<file path="config.mk">
export PLATFORM = sky130hd
export DESIGN_NAME = auto_crossover_control
export DESIGN_NICKNAME = d
export VERILOG_FILES = /design/src/logic/xover_pkg.sv /design/src/logic/xover_mac_if.sv /design/src/logic/xover_lfsr.sv /design/src/logic/xover_duplex.sv /design/src/logic/auto_crossover_control.sv
export SDC_FILE = /design/constraint.sdc
export NUM_CORES = 1
export LEC_CHECK = 0
export BUFFER_PORTS_ARGS = -buffer_cell sky130_fd_sc_hd__buf_2
export CORE_MARGIN = 2
export CORE_UTILIZATION = 55
export DETAILED_ROUTE_END_ITERATION = 7
export PLACE_DENSITY_LB_ADDON = 0.12
export SLEW_MARGIN = 20
export SYNTH_ARGS = -nofsm -noshare
export SYNTH_HDL_FRONTEND = slang
export SYNTH_SLANG_ARGS = --single-unit
</file>
<file path="constraint.sdc">
create_clock -name core_clk -period 4 [get_ports core_clk]
set_input_delay 0.6 -clock core_clk [delete_from_list [all_inputs] [get_ports core_clk]]
set_output_delay 0.6 -clock core_clk [all_outputs]
set_load 0.02 [all_outputs]
</file>
<file path="src/logic/xover_pkg.sv">
// Constants and types shared by the automatic pair crossover block
`default_nettype none

package xover_pkg;

    // ------------------------------------------------------------
    // Register map (word index on the plain register port)
    // ------------------------------------------------------------
    localparam logic [4:0]  ADDR_STRAP_CFG1  = 5'h09;  // strap_override_config_one
    localparam logic [4:0]  ADDR_PHY_STATUS  = 5'h10;  // phy_status_summary
    localparam logic [4:0]  ADDR_PHY_CTRL    = 5'h19;  // phy_control_config

    // ------------------------------------------------------------
    // Field positions
    // ------------------------------------------------------------
    localparam int          CFG1_EXT_BIT     = 5;      // extended_crossover_mode
    localparam int          CTRL_AUTO_BIT    = 15;     // automatic_pair_swap enable
    localparam int          CTRL_FORCE_BIT   = 14;     // forced state: 1 = crossed
    localparam int          STAT_CROSSED_BIT = 14;     // resolved state: 1 = crossed
    localparam int          STAT_LINK_BIT    = 0;      // link up
    localparam int          STAT_LOCKED_BIT  = 1;      // resolution locked

    // ------------------------------------------------------------
    // Reset values and writable masks
    // ------------------------------------------------------------
    localparam logic [15:0] CFG1_RST         = 16'h0000;
    localparam logic [15:0] CFG1_WMASK       = 16'h0020;
    localparam logic [15:0] CTRL_RST         = 16'h0000;
    localparam logic [15:0] CTRL_WMASK       = 16'hC000;
    localparam logic [15:0] RDATA_IDLE       = 16'h0000;

    // ------------------------------------------------------------
    // Timing: crossover sample slot, in milliseconds and MHz
    // ------------------------------------------------------------
    localparam int unsigned CLK_MHZ          = 250;
    localparam int unsigned SLOT_MS          = 62;     // standard sample slot
    localparam int unsigned EXT_SLOT_MS      = 124;    // stretched slot, forced 100
    localparam int unsigned CYC_PER_MS       = CLK_MHZ * 1000;

    // ------------------------------------------------------------
    // Random source seed and timer constants
    // ------------------------------------------------------------
    localparam logic [10:0] LFSR_SEED        = 11'h001;
    localparam logic [31:0] TMR_ZERO         = 32'h0000_0000;
    localparam logic [31:0] TMR_ONE          = 32'h0000_0001;

    // Resolution state
    typedef enum logic {
        ST_SEEK,
        ST_LOCKED
    } xo_state_t;

endpackage : xover_pkg

`default_nettype wire

</file>
<file path="src/logic/xover_mac_if.sv">
// MAC-side duplex signals shared between the core and the duplex unit
`timescale 1ns/1ps
`default_nettype none

interface xover_mac_if;
    logic tx_en;        // MAC transmit active
    logic rx_act;       // Receive activity on the listen pair
    logic full_duplex;  // 10BASE-T full-duplex selected
    logic col;          // Collision toward MAC
    logic crs;          // Carrier sense toward MAC

    modport core   (output tx_en, output rx_act, output full_duplex,
                    input col, input crs);
    modport duplex (input tx_en, input rx_act, input full_duplex,
                    output col, output crs);
endinterface : xover_mac_if

`default_nettype wire

</file>
<file path="src/logic/xover_lfsr.sv">
// Pseudo-random bit source for randomized crossover resolution
`timescale 1ns/1ps
`default_nettype none

module xover_lfsr
    import xover_pkg::*;
(
    input  wire logic core_clk,
    input  wire logic srst,
    output logic      rnd_bit
);

    typedef struct packed {
        logic [10:0] sr;
    } lfsr_state_t;

    lfsr_state_t s;
    lfsr_state_t n;

    // ------------------------------------------------------------
    // Eleven-bit maximal sequence, free running so both ends decorrelate
    // ------------------------------------------------------------
    always_comb begin
        n = s;
        n.sr = {s.sr[9:0], s.sr[10] ^ s.sr[8]};
        if (srst) begin
            n.sr = LFSR_SEED;
        end
    end

    always_ff @(posedge core_clk) begin
        s <= n;
    end

    assign rnd_bit = s.sr[10];

endmodule : xover_lfsr

`default_nettype wire

</file>
<file path="src/logic/xover_duplex.sv">
// 10BASE-T collision and carrier sense for half and full duplex
`timescale 1ns/1ps
`default_nettype none

module xover_duplex
    import xover_pkg::*;
(
    input  wire logic   core_clk,
    input  wire logic   srst,
    xover_mac_if.duplex mac
);

    typedef struct packed {
        logic col;
        logic crs;
    } dup_state_t;

    dup_state_t s;
    dup_state_t n;

    // ------------------------------------------------------------
    // Collision only in half duplex; full duplex runs both ways freely
    // ------------------------------------------------------------
    always_comb begin
        n = s;
        if (mac.full_duplex) begin
            n.col = 1'b0;
            n.crs = mac.rx_act;
        end else begin
            n.col = mac.tx_en & mac.rx_act;
            n.crs = mac.tx_en | mac.rx_act;
        end
        if (srst) begin
            n.col = 1'b0;
            n.crs = 1'b0;
        end
    end

    always_ff @(posedge core_clk) begin
        s <= n;
    end

    assign mac.col = s.col;
    assign mac.crs = s.crs;
endmodule : xover_duplex

`default_nettype wire

</file>
<file path="src/logic/auto_crossover_control.sv">
// Automatic pair crossover control with 10BASE-T duplex behaviour

`timescale 1ns/1ps
`default_nettype none

module auto_crossover_control
    import xover_pkg::*;
#(
    parameter int unsigned SLOT_CYC     = SLOT_MS * CYC_PER_MS,
    parameter int unsigned EXT_SLOT_CYC = EXT_SLOT_MS * CYC_PER_MS
) (
    input  wire logic        core_clk,
    input  wire logic        srst,
    // Straps and mode inputs
    input  wire logic        crossover_strap,
    input  wire logic        autoneg_active,
    input  wire logic        force_100,
    input  wire logic        full_duplex,
    // Line-side detection
    input  wire logic        energy_tx_pair,
    input  wire logic        energy_rx_pair,
    input  wire logic        signal_detect,
    input  wire logic        link_up,
    // Symbol paths
    input  wire logic        tx_en,
    input  wire logic        tx_sym,
    input  wire logic        tx_pair_rx_sym,
    input  wire logic        rx_pair_rx_sym,
    input  wire logic        rx_active,
    output logic             transmit_pair_en,
    output logic             transmit_pair_sym,
    output logic             receive_pair_en,
    output logic             receive_pair_sym,
    output logic             rx_sym,
    // MAC status
    output logic             col,
    output logic             crs,
    // Register port
    input  wire logic [4:0]  reg_addr,
    input  wire logic [15:0] reg_wdata,
    input  wire logic        reg_wr,
    input  wire logic        reg_rd,
    output logic [15:0]      reg_rdata
);

    // ------------------------------------------------------------
    // State
    // ------------------------------------------------------------
    typedef struct packed {
        // Resolution
        xo_state_t   st;
        logic        crossed;
        logic [31:0] tmr;
        logic        link_seen;
        // Registers
        logic [15:0] cfg1;
        logic [15:0] ctrl;
        logic [15:0] rdata;
        // Pin drivers
        logic        tp_en;
        logic        tp_sym;
        logic        rp_en;
        logic        rp_sym;
        logic        rx_sym;
    } top_state_t;

    top_state_t  s;
    top_state_t  n;

    // Decoded controls
    logic        rnd_bit;
    logic        auto_en;
    logic        ext_slow;
    logic        listen_hit;
    logic [31:0] slot_last;

    // Duplex signals as one bundle
    xover_mac_if mac ();

    // ------------------------------------------------------------
    // Random source and duplex unit
    // ------------------------------------------------------------
    xover_lfsr u_lfsr (
        .core_clk (core_clk),
        .srst     (srst),
        .rnd_bit  (rnd_bit)
    );

    xover_duplex u_duplex (
        .core_clk (core_clk),
        .srst     (srst),
        .mac      (mac)
    );

    // Duplex unit sees transmit and receive activity side by side
    assign mac.tx_en       = tx_en;
    assign mac.rx_act      = rx_active;
    assign mac.full_duplex = full_duplex;

    // ------------------------------------------------------------
    // Decode of mode and detection
    // ------------------------------------------------------------
    // Software may override the strap in either direction at run time
    assign auto_en  = s.ctrl[CTRL_AUTO_BIT];

    // Only the forced 100 case gets the long slot, so a negotiating
    // crossover partner has time to settle on the opposite state
    assign ext_slow = s.cfg1[CFG1_EXT_BIT] & force_100 & !autoneg_active;

    // Last count of the slot
    assign slot_last = ext_slow ? EXT_SLOT_CYC - 1 : SLOT_CYC - 1;

    // Listen on whichever pair is the receiver in the current state;
    // signal detect covers a legacy 100 partner sending no pulses
    assign listen_hit = (s.crossed ? energy_tx_pair : energy_rx_pair)
                      | (force_100 & signal_detect);

    // ------------------------------------------------------------
    // Next state
    // ------------------------------------------------------------
    always_comb begin
        n = s;
        n.rdata = RDATA_IDLE;

        // Pair resolution
        if (!auto_en) begin
            // Fixed assignment; the far end must be forced to match
            n.st        = ST_SEEK;
            n.crossed   = s.ctrl[CTRL_FORCE_BIT];
            n.tmr       = TMR_ZERO;
            n.link_seen = 1'b0;
        end else begin
            case (s.st)
                ST_SEEK: begin
                    if (listen_hit) begin
                        n.st  = ST_LOCKED;
                        n.tmr = TMR_ZERO;
                    end else if (s.tmr >= slot_last) begin
                        // Random toggle breaks the tie with a partner
                        // that uses the same scheme
                        n.tmr = TMR_ZERO;
                        if (rnd_bit) begin
                            n.crossed = ~s.crossed;
                        end
                    end else begin
                        n.tmr = s.tmr + TMR_ONE;
                    end
                end

                // Link up freezes the pair
                ST_LOCKED: begin
                    if (link_up) begin
                        n.link_seen = 1'b1;
                        n.tmr       = TMR_ZERO;
                    end else if (s.link_seen) begin
                        n.st        = ST_SEEK;
                        n.link_seen = 1'b0;
                        n.tmr       = TMR_ZERO;
                    end else if (s.tmr >= slot_last) begin
                        // Energy seen but no link formed: try again
                        n.st  = ST_SEEK;
                        n.tmr = TMR_ZERO;
                    end else begin
                        n.tmr = s.tmr + TMR_ONE;
                    end
                end

                // Stray code reseeks
                default: begin
                    n.st = ST_SEEK;
                end
            endcase
        end

        // Pair routing, same for 10 and 100 Mb/s
        // Idle pair stays quiet, no echo
        if (s.crossed) begin
            n.tp_en  = 1'b0;
            n.tp_sym = 1'b0;
            n.rp_en  = tx_en;
            n.rp_sym = tx_sym;
            n.rx_sym = tx_pair_rx_sym;
        end else begin
            n.tp_en  = tx_en;
            n.tp_sym = tx_sym;
            n.rp_en  = 1'b0;
            n.rp_sym = 1'b0;
            n.rx_sym = rx_pair_rx_sym;
        end

        // Register writes
        // Only mask bits take the write
        if (reg_wr) begin
            if (reg_addr == ADDR_STRAP_CFG1) begin
                n.cfg1 = (s.cfg1 & ~CFG1_WMASK) | (reg_wdata & CFG1_WMASK);
            end else if (reg_addr == ADDR_PHY_CTRL) begin
                n.ctrl = (s.ctrl & ~CTRL_WMASK) | (reg_wdata & CTRL_WMASK);
            end
        end

        // Register reads, answered one cycle later
        if (reg_rd) begin
            if (reg_addr == ADDR_STRAP_CFG1) begin
                n.rdata = s.cfg1;
            end else if (reg_addr == ADDR_PHY_CTRL) begin
                n.rdata = s.ctrl;
            end else if (reg_addr == ADDR_PHY_STATUS) begin
                // Live state, no latching
                n.rdata[STAT_CROSSED_BIT] = s.crossed;
                n.rdata[STAT_LINK_BIT]    = link_up;
                n.rdata[STAT_LOCKED_BIT]  = (s.st == ST_LOCKED);
            end else begin
                n.rdata = RDATA_IDLE;
            end
        end

        // Synchronous reset; strap lands in the auto enable bit
        if (srst) begin
            n.st        = ST_SEEK;
            n.crossed   = 1'b0;
            n.tmr       = TMR_ZERO;
            n.link_seen = 1'b0;
            n.cfg1      = CFG1_RST;
            n.ctrl      = CTRL_RST;
            n.ctrl[CTRL_AUTO_BIT] = crossover_strap;
            n.rdata     = RDATA_IDLE;

            // Pins stay quiet in reset
            n.tp_en     = 1'b0;
            n.tp_sym    = 1'b0;
            n.rp_en     = 1'b0;
            n.rp_sym    = 1'b0;
            n.rx_sym    = 1'b0;
        end
    end

    // One register stage for all state
    always_ff @(posedge core_clk) begin
        s <= n;
    end

    // ------------------------------------------------------------
    // Outputs, all straight from flops
    // ------------------------------------------------------------
    assign transmit_pair_en  = s.tp_en;
    assign transmit_pair_sym = s.tp_sym;
    assign receive_pair_en   = s.rp_en;
    assign receive_pair_sym  = s.rp_sym;
    assign rx_sym            = s.rx_sym;
    assign reg_rdata         = s.rdata;
    // Duplex flags from its own flops
    assign col               = mac.col;
    assign crs               = mac.crs;
endmodule : auto_crossover_control

`default_nettype wire

</file>
# Word level (Yosys, flattened, before mapping)
# Index checks and enable logic that the tools add are counted.
# W data, S select, Z words.
word_totals:
  regBits: 101
  output_inout_bits: 23
  inputBits: 38
op_classes:
  mux: 29
  n_addsub: 1
  bitwise: 14
  n_eq_ne: 8
  reduce_logical: 12
  magnitude_cmp: 1
ops:
  columns: ["op", "n"]
  rows:
  - ["$mux W16", 6]
  - ["$mux W32", 3]
  - ["$pmux W32 S2", 1]
  - ["$mux W37", 1]
  - ["$mux W34", 1]
  - ["$mux W33", 1]
  - ["$add A32 B1 Y32 const B", 1]
  - ["$ge A32 B25 Y1", 1]
  - ["$mux W25", 1]
  - ["$or A14 B16 Y16", 1]
  - ["$or A16 B6 Y16", 1]
  - ["$mux W1", 12]
  - ["$eq A5 B5 Y1 const B", 2]
  - ["$reduce_or A2 Y1", 5]
  - ["$ne A2 B2 Y1 const B", 3]
  - ["$reduce_and A3 Y1", 2]
  - ["$eq A5 B4 Y1 const B", 1]
  - ["$mux W5", 1]
  - ["$not A1 Y1", 5]
  - ["$and A1 B1 Y1", 4]
  - ["$ne A2 B1 Y1 const B", 2]
  - ["$reduce_and A4 Y1", 1]
  - ["$reduce_bool A2 Y1", 2]
  - ["$mux W2", 1]
  - ["other kinds (5)", 6]

# Longest topological paths before layout
# Gate-level depths: netlist of the first run.
depth:
  word_depth: 9
  mapped_depth: 11

# Cells and area by module
# Synthesis of the first run repeated with hierarchy kept, for this count alone.
unflattened:
  cells_unflattened: 284
  area_unflattened_um2: 2788.9
modules_own_cells:
  columns: ["mod", "cells_per_inst", "instances", "seq_area_each_um2", "area_per_inst_um2"]
  rows:
  - ["auto_crossover_control", 254, 1, 991.0, 2403.6]
  - ["xover_lfsr", 24, 1, 220.2, 309.0]
  - ["xover_duplex", 6, 1, 40.0, 76.3]

# Worst setup path after synthesis of the first run
# OpenSTA, ideal clock, no wires.
synth_timing:
  path_type: "input to register"
  from: "input port autoneg_active"
  to: "register s[79] (netlist bit)"
  t_arrival_ps: 2583
  slack_ps: 1352
  setup_ps: 64
  path_stages: 11
  path_cell_list: "and3b_1 buf_4 inv_2 ha_1 o2111a_1 nor3_1 nor3b_1 nor4_1 nand3_4 buf_6 nor2_4"
synth_via:
  elab_chain_cells: 8
  word_cells_on_any_way: 9
  classes_between: "order compare (1); mux (6); bitwise (1); reduce/logical (1)"
synth_lines:
  columns: ["element", "line_no", "source"]
  rows:
  - ["start: declaration", "auto_crossover_control.sv:16", "input wire logic autoneg_active,"]
  - ["$logic_not A1 Y1 (*)", "auto_crossover_control.sv:108", "assign ext_slow = s.cfg1[CFG1_EXT_BIT] & force_100 & !autoneg_active;"]
  - ["$and A1 B1 Y1 (*)", "auto_crossover_control.sv:108", null]
  - ["$mux W25 (*)", "auto_crossover_control.sv:111", "assign slot_last = ext_slow ? EXT_SLOT_CYC - 1 : SLOT_CYC - 1;"]
  - ["$ge A32 B25 Y1 (*)", "auto_crossover_control.sv:138, auto_crossover_control.sv:159", null]
  - ["$mux W32 (*)", "auto_crossover_control.sv:138, auto_crossover_control.sv:159", null]
  - ["$mux W32", "auto_crossover_control.sv:155", "end else if (s.link_seen) begin"]
  - ["$mux W33", "auto_crossover_control.sv:152", "if (link_up) begin"]
  - ["$pmux W32 S2 (*)", "auto_crossover_control.sv:133", "case (s.st)"]
  - ["end signal: assignment", "auto_crossover_control.sv:239", "s <= n;"]
  - ["end: declaration", "auto_crossover_control.sv:67", "top_state_t s;"]
# Mark *: on every way between the ends. The rest lies on a longest branch, timed or not.
# A chain may end at the register's enable or synchronous reset.

# Worst setup path after layout of the first run
layout_timing:
  from: "input port autoneg_active"
  to: "register s[73] (netlist bit)"
# Same word-level chain as after synthesis.

==> results of run 1 <==
[Yosys cell counts, drive strengths merged (5+ instances only)]
cell	count	area (um2)
dfxtp	61	1221
nor2	39	216.5
buf	19	150.1
nand3	17	97.60
xor2	15	131.4
nand2	13	48.80
nor2b	13	81.33
xnor2	9	78.83
and3	8	50.05
ha	7	87.58
nand4	7	43.79
nor3	6	30.03
nor4	6	43.79
a21oi	5	25.02
nor3b	5	37.54
or3	5	31.28
[critical path, cell delays in order]
cell      delay [ns]
buf_2           0.09
and3b_1         0.37
inv_2           0.17
ha_1            0.33
o2111a_1        0.14
nor3_1          0.17
nor3b_1         0.09
nor4_1          0.63
nand3_4         0.10
buf_4           0.30
nor2_1          0.14
[power groups by stage]
stage          Sequential (mW)  Clock [mW]  Combinational, mW
6_report                 0.638       0.475             0.0599
5_1_grt                  0.640       0.518             0.0663
4_1_cts                  0.638       0.493             0.0603
3_5_place_dp             0.652           0             0.0601
3_3_place_gp             0.652           0             0.0594
2_1_floorplan            0.655           0             0.0378
[layer usage]
metal,track usage (%),share of wire (%)
met4,7.143,0.87
met5,0,0
met1,22.95,48
met2,28.61,48
met3,8.130,3.3
[layout make-up]
| class | count | area [um2] |
|---|---|---|
| Tap cell | 67 | 83.83 |
| Sequential cell | 62 | 1251 |
| Clock inverter | 7 | 50.05 |
| Fill cell | 455 | 1669 |
| Inverter | 4 | 15.01 |
| Clock buffer | 9 | 123.9 |
| Timing Repair Buffer | 48 | 242.7 |
| Multi-Input combinational cell | 193 | 1319 |
[per-stage QoR]
stage	cells	worst slack [ns]	area, um2	hold slack [ns]	utilization, %
6_report	390	1.151	3085	0.4331	64.89
5_1_grt	390	0.8804	3085	0.4314	64.89
4_1_cts	390	1.141	3085	0.4164	64.89
3_5_place_dp	374	0.7893	2912	0.4242	61.24
3_3_place_gp	374	0.8403	2912	0.4175	61.24
2_1_floorplan	281	1.352	2746	0.4138	-
[kinds of logic after synthesis]
family                   synth area share, %
AND/OR/NAND/NOR                        28.57
flip-flops                             45.93
buffers and inverters                  6.476
XOR/XNOR                               7.717
AO/OA/AOI/OAI                          6.063
adder cells (fa/ha/maj)                3.629
multiplexers                           1.470
other                                 0.1377
[final timing paths]
path              slack (ns)                to  cells past startpoint
hold / removal          0.43  u_duplex.mac.col                      2
hold reg to reg         0.44       u_lfsr.s[6]                      1
setup reg to reg        1.18             s[73]                     10
setup / recovery        1.15             s[73]                     11
==> reports/metrics.cfg, run 1 <==
[run_status]
status=completed

[finish]
top_register=s
mostFrequentLayoutCells=dfxtp_1, buf_2, nor2_1
drive_gt1_share_pct=25.39
layout.nets=363
layout_commonest_cell=dfxtp_1
antenna_cells=0
largest_register_ffs=37
syn2layout_area_growth_pct=13.28

[detailed_routing]
num_vias=1940
dr.pass1.iters=4
avgRoutedWirePerCell_um=11.81
drc_errors=0
drt-initial-drc-count=85
wl_um=4606
viasPerCell=4.974
ant_nets=0

[floorplan]
die_y_um=74.38
core-area_um2=4755
initial_core_util_pct=57.29
fp-row-count=25
ioPinCount=61
fp.dieW_um=74.38
dieArea_um2=5532

[timing]
rsz0062_at_grt=false
setup_viol=0
setup_tns_ns=0
hold_viol_final=0
finalCritPeriodShare_pct=71.23
min_period_ns=2.849
worst_pin_slew_ns=0.7453
drv_slew=0
slew_headroom_pct=49.85
skew_ns=0.007837
fmax_ghz=0.3510

[clocking]
cts_tree=done
clock_sinks=62
clk_pin_slew_ns=0.07
cts_hold_buf=0
htree_levels=3
cts_inserted_buffers=9
clockBufferDepth=2
post_cts_buffers=0
insertion_delay_ns=0.34
ctsResizeCount=0
cts-root-buf=clkbuf_8

[place]
port_buffers=47
gp_congestion=0.7401
dp_hpwl_um=3269

[setup_path]
cp-start-kind=primary input
cp.required_ns=4.27
critPathKind=primary input to register
r2r-start=s[42]
cp-startpoint=autoneg_active
cp_max_fo=25
crit_path_end_kind=register
worstPathArrival_ns=3.12

[power_and_ir_drop]
total_power_mw=1.173
p_sw_mw=0.2921
pwr-share-clk_pct=40.5
pwr-share-comb_pct=5.1
irDropWorstVdd_mv=0.2560
sw_frac_of_total_pct=24.90
sequentialPowerShare_pct=54.4
internal_power_mw=0.8811
cellPowerDensity_nw_per_um2=380.2
p_leak_nw=1.182

[synthesis]
syn_area_um2=2724
synth_flop_cell=dfxtp_1
synthCells=275
ys_ff_latch=62
yosysWarningCount=0
synth-edff-count=1
yosysSeqAreaShare_pct=45.93
postSynthAreaPerCell_um2=9.905
async_flop_share_pct=0
ys_types=44

[global_routing]
grt_pass1_wl_um=7645
track_usage_pct=18.55
grt_pass1_vias=1755
antenna_found_initial=0
grt_max_degree=27
grt.overflow.total=0

[hold_path]
hp-class=primary input to register
min_from=full_duplex

[flow_run]
maxCapViolations=0

(Power assumes the default switching activity.)
==> inputs of run 2 (changes only) <==
--- a/config.mk
+++ b/config.mk
@@ -7,7 +7,7 @@
 export LEC_CHECK = 0
 export BUFFER_PORTS_ARGS = -buffer_cell sky130_fd_sc_hd__buf_2
 export CORE_MARGIN = 2
-export CORE_UTILIZATION = 55
+export CORE_UTILIZATION = 53
 export DETAILED_ROUTE_END_ITERATION = 7
 export PLACE_DENSITY_LB_ADDON = 0.12
 export SLEW_MARGIN = 20
==> constraint.sdc (replaced) <==
create_clock -name core_clk -period 2.75 [get_ports core_clk]
set_input_delay 0.4125 -clock core_clk [delete_from_list [all_inputs] [get_ports core_clk]]
set_output_delay 0.4125 -clock core_clk [all_outputs]
set_load 0.02 [all_outputs]
==> run 2 against run 1 <==
Net effect: utilization down 1.5 points; register-to-register slack worse by 0.84 ns; largest cell class unchanged; non-clock buffer count up 7; critical endpoint is now s[65].
==> reports/metrics.cfg, run 2 (synthesis gave the netlist of run 1 again) <==
[run_status]
status=completed

[finish]
antenna_cells=0  ; unchanged
layout.nets=370  ; +1.9%
fillers=440  ; -3.3%
mostFrequentLayoutCells=dfxtp_1, buf_2, nor2_1
syn2layout_area_growth_pct=17.32
drive_gt1_share_pct=26.97  ; +1.6 points
seqCellArea_um2=1251  ; unchanged
layout_commonest_cell=dfxtp_1
multiInputGateArea_um2=1319  ; unchanged
fin_area_um2=3196  ; +3.6%
largest_register_ffs=37  ; unchanged
top_register=s

[clocking]
post_cts_buffers=0  ; unchanged
clockBufferDepth=2  ; unchanged
cts_tree=done
clock_sinks=62  ; unchanged
cts_hold_buf=0  ; unchanged
ctsResizeCount=0  ; unchanged
insertion_delay_ns=0.35  ; about the same
cts_inserted_buffers=9  ; unchanged
htree_levels=3  ; unchanged
clk_pin_slew_ns=0.08  ; about the same
cts-root-buf=clkbuf_8

[place]
port_buffers=47  ; unchanged
dp_hpwl_um=3379  ; +3.3%
gp_congestion=0.8211  ; +11%
post-place-ws_ns=0.1051  ; -0.6842 ns
placed_area_um2=2993  ; +2.8%

[timing]
skew_ns=0.006326  ; -0.001510 ns
setup_tns_ns=0  ; unchanged
hold_viol_final=0  ; unchanged
min_period_ns=2.410
setup_viol=0  ; unchanged
fin_ws_ns=0.3402  ; -0.8108 ns
fmax_ghz=0.4150
fin_hold_ws_ns=0.2326  ; -0.2004 ns
drv_slew=0  ; unchanged
rsz0062_at_grt=false
finalCritPeriodShare_pct=87.63

[global_routing]
busiest_layer=met2
met1_usage_pct=23.58  ; +0.63 points
use_met3_pct=7.937  ; -0.19 points
grt_pass1_vias=1760  ; +0.28%
grt_use_met2_pct=28.50  ; -0.11 points
grt_max_degree=27  ; unchanged
grt.overflow.total=0  ; unchanged
grt_pass1_wl_um=7845  ; +2.6%
antenna_found_initial=0  ; unchanged
track_usage_pct=18.76  ; +0.21 points

[setup_path]
crit_path_end_kind=register
cp.required_ns=3.04  ; -1.23 ns
worstPathArrival_ns=2.70  ; -0.42 ns
critPathKind=register to register
cp-start-kind=register
cp_max_fo=11  ; -56%

[detailed_routing]
wl_um=4772  ; +3.6%
avgRoutedWirePerCell_um=11.93  ; +1.0%
ant_nets=0  ; unchanged
viasPerCell=4.970  ; about the same
drt-initial-drc-count=79  ; -7.1%
drc_errors=0  ; unchanged
dr.pass1.iters=4  ; unchanged
num_vias=1988  ; +2.5%

[floorplan]
core-area_um2=5042  ; +6.1%
dieArea_um2=5729  ; +3.6%
ioPinCount=61  ; unchanged
fp.dieW_um=75.69  ; +1.8%
die_y_um=75.69  ; +1.8%
fp-row-count=26  ; +4.0%
initial_core_util_pct=54.02  ; -3.3 points

[power_and_ir_drop]
irDropWorstVdd_mv=0.3510  ; +37%
cellPowerDensity_nw_per_um2=574.6  ; +51%
p_leak_nw=1.249  ; +5.7%

[flow_run]
maxCapViolations=0  ; unchanged

[hold_path]
hp-class=primary input to register

[run 2: cell types whose count changed in the layout (fill, tap and decap cells not counted), moves of 2 or more]
cell | before | now
buf_12 | 0 | 2
clkinvlp_4 | 3 | 1
inv_6 | 1 | 3
clkinv_2 | 2 | 0
buf_4 | 1 | 6
[run 2: worst max-delay path, stage by stage (launching register included)]
cell and delay, ns:
dfxtp_1 0.34, and3b_1 0.22, inv_2 0.07, buf_4 0.16, ha_1 0.20, o2111a_1 0.24
nor3_1 0.15, nor3b_1 0.08, nor4_1 0.23, buf_4 0.18, nand3_4 0.17, buf_12 0.22
nor2_1 0.09
[run 2: path summary, 6_finish.rpt]
check / start / to / slack, ns / depth (start not counted)
min reg2reg: u_lfsr.s[5] / u_lfsr.s[6] / 0.44 / 1
max reg2reg: s[42] / s[65] / 0.34 / 12
max: s[42] / s[65] / 0.34 / 12
min: full_duplex / u_duplex.mac.col / 0.23 / 2
[run 2: power breakdown]
part / leakage (nW) / total, mW / internal [mW] / switching (mW)
clock: 0.101 / 0.818 / 0.429 / 0.389
sequential: 0.506 / 0.928 / 0.917 / 0.0101
combinational: 0.642 / 0.0903 / 0.0392 / 0.0511
[run 2: per-stage QoR]
| step | util [%] | total power, mW | cells |
|---|---|---|---|
| after floorplan | - | 1.008 | 281 |
| after global placement | 59.35 | 1.038 | 384 |
| after detailed placement | 59.35 | 1.039 | 384 |
| after CTS | 63.37 | 1.859 | 400 |
| after global routing | 63.37 | 1.916 | 400 |
| final | 63.37 | 1.836 | 400 |
[run 2: final cells by class]
cell class,instances,area share (%)
inverter,4,0.4699
clock inverter,7,2.467
tap,70,2.741
sequential,62,39.15
timing repair buffer,55,10.02
clock buffer,9,3.876
multi-input combinational,193,41.27
[run 2: routing by layer]
metal | vias up | wire length (um) | part of all wire [%]
li1 | 1037 | - | -
met1 | 904 | 2220 | 47
met2 | 42 | 2266 | 47
met3 | 5 | 210 | 4.4
met4 | 0 | 74 | 1.6
met5 | - | 0 | 0
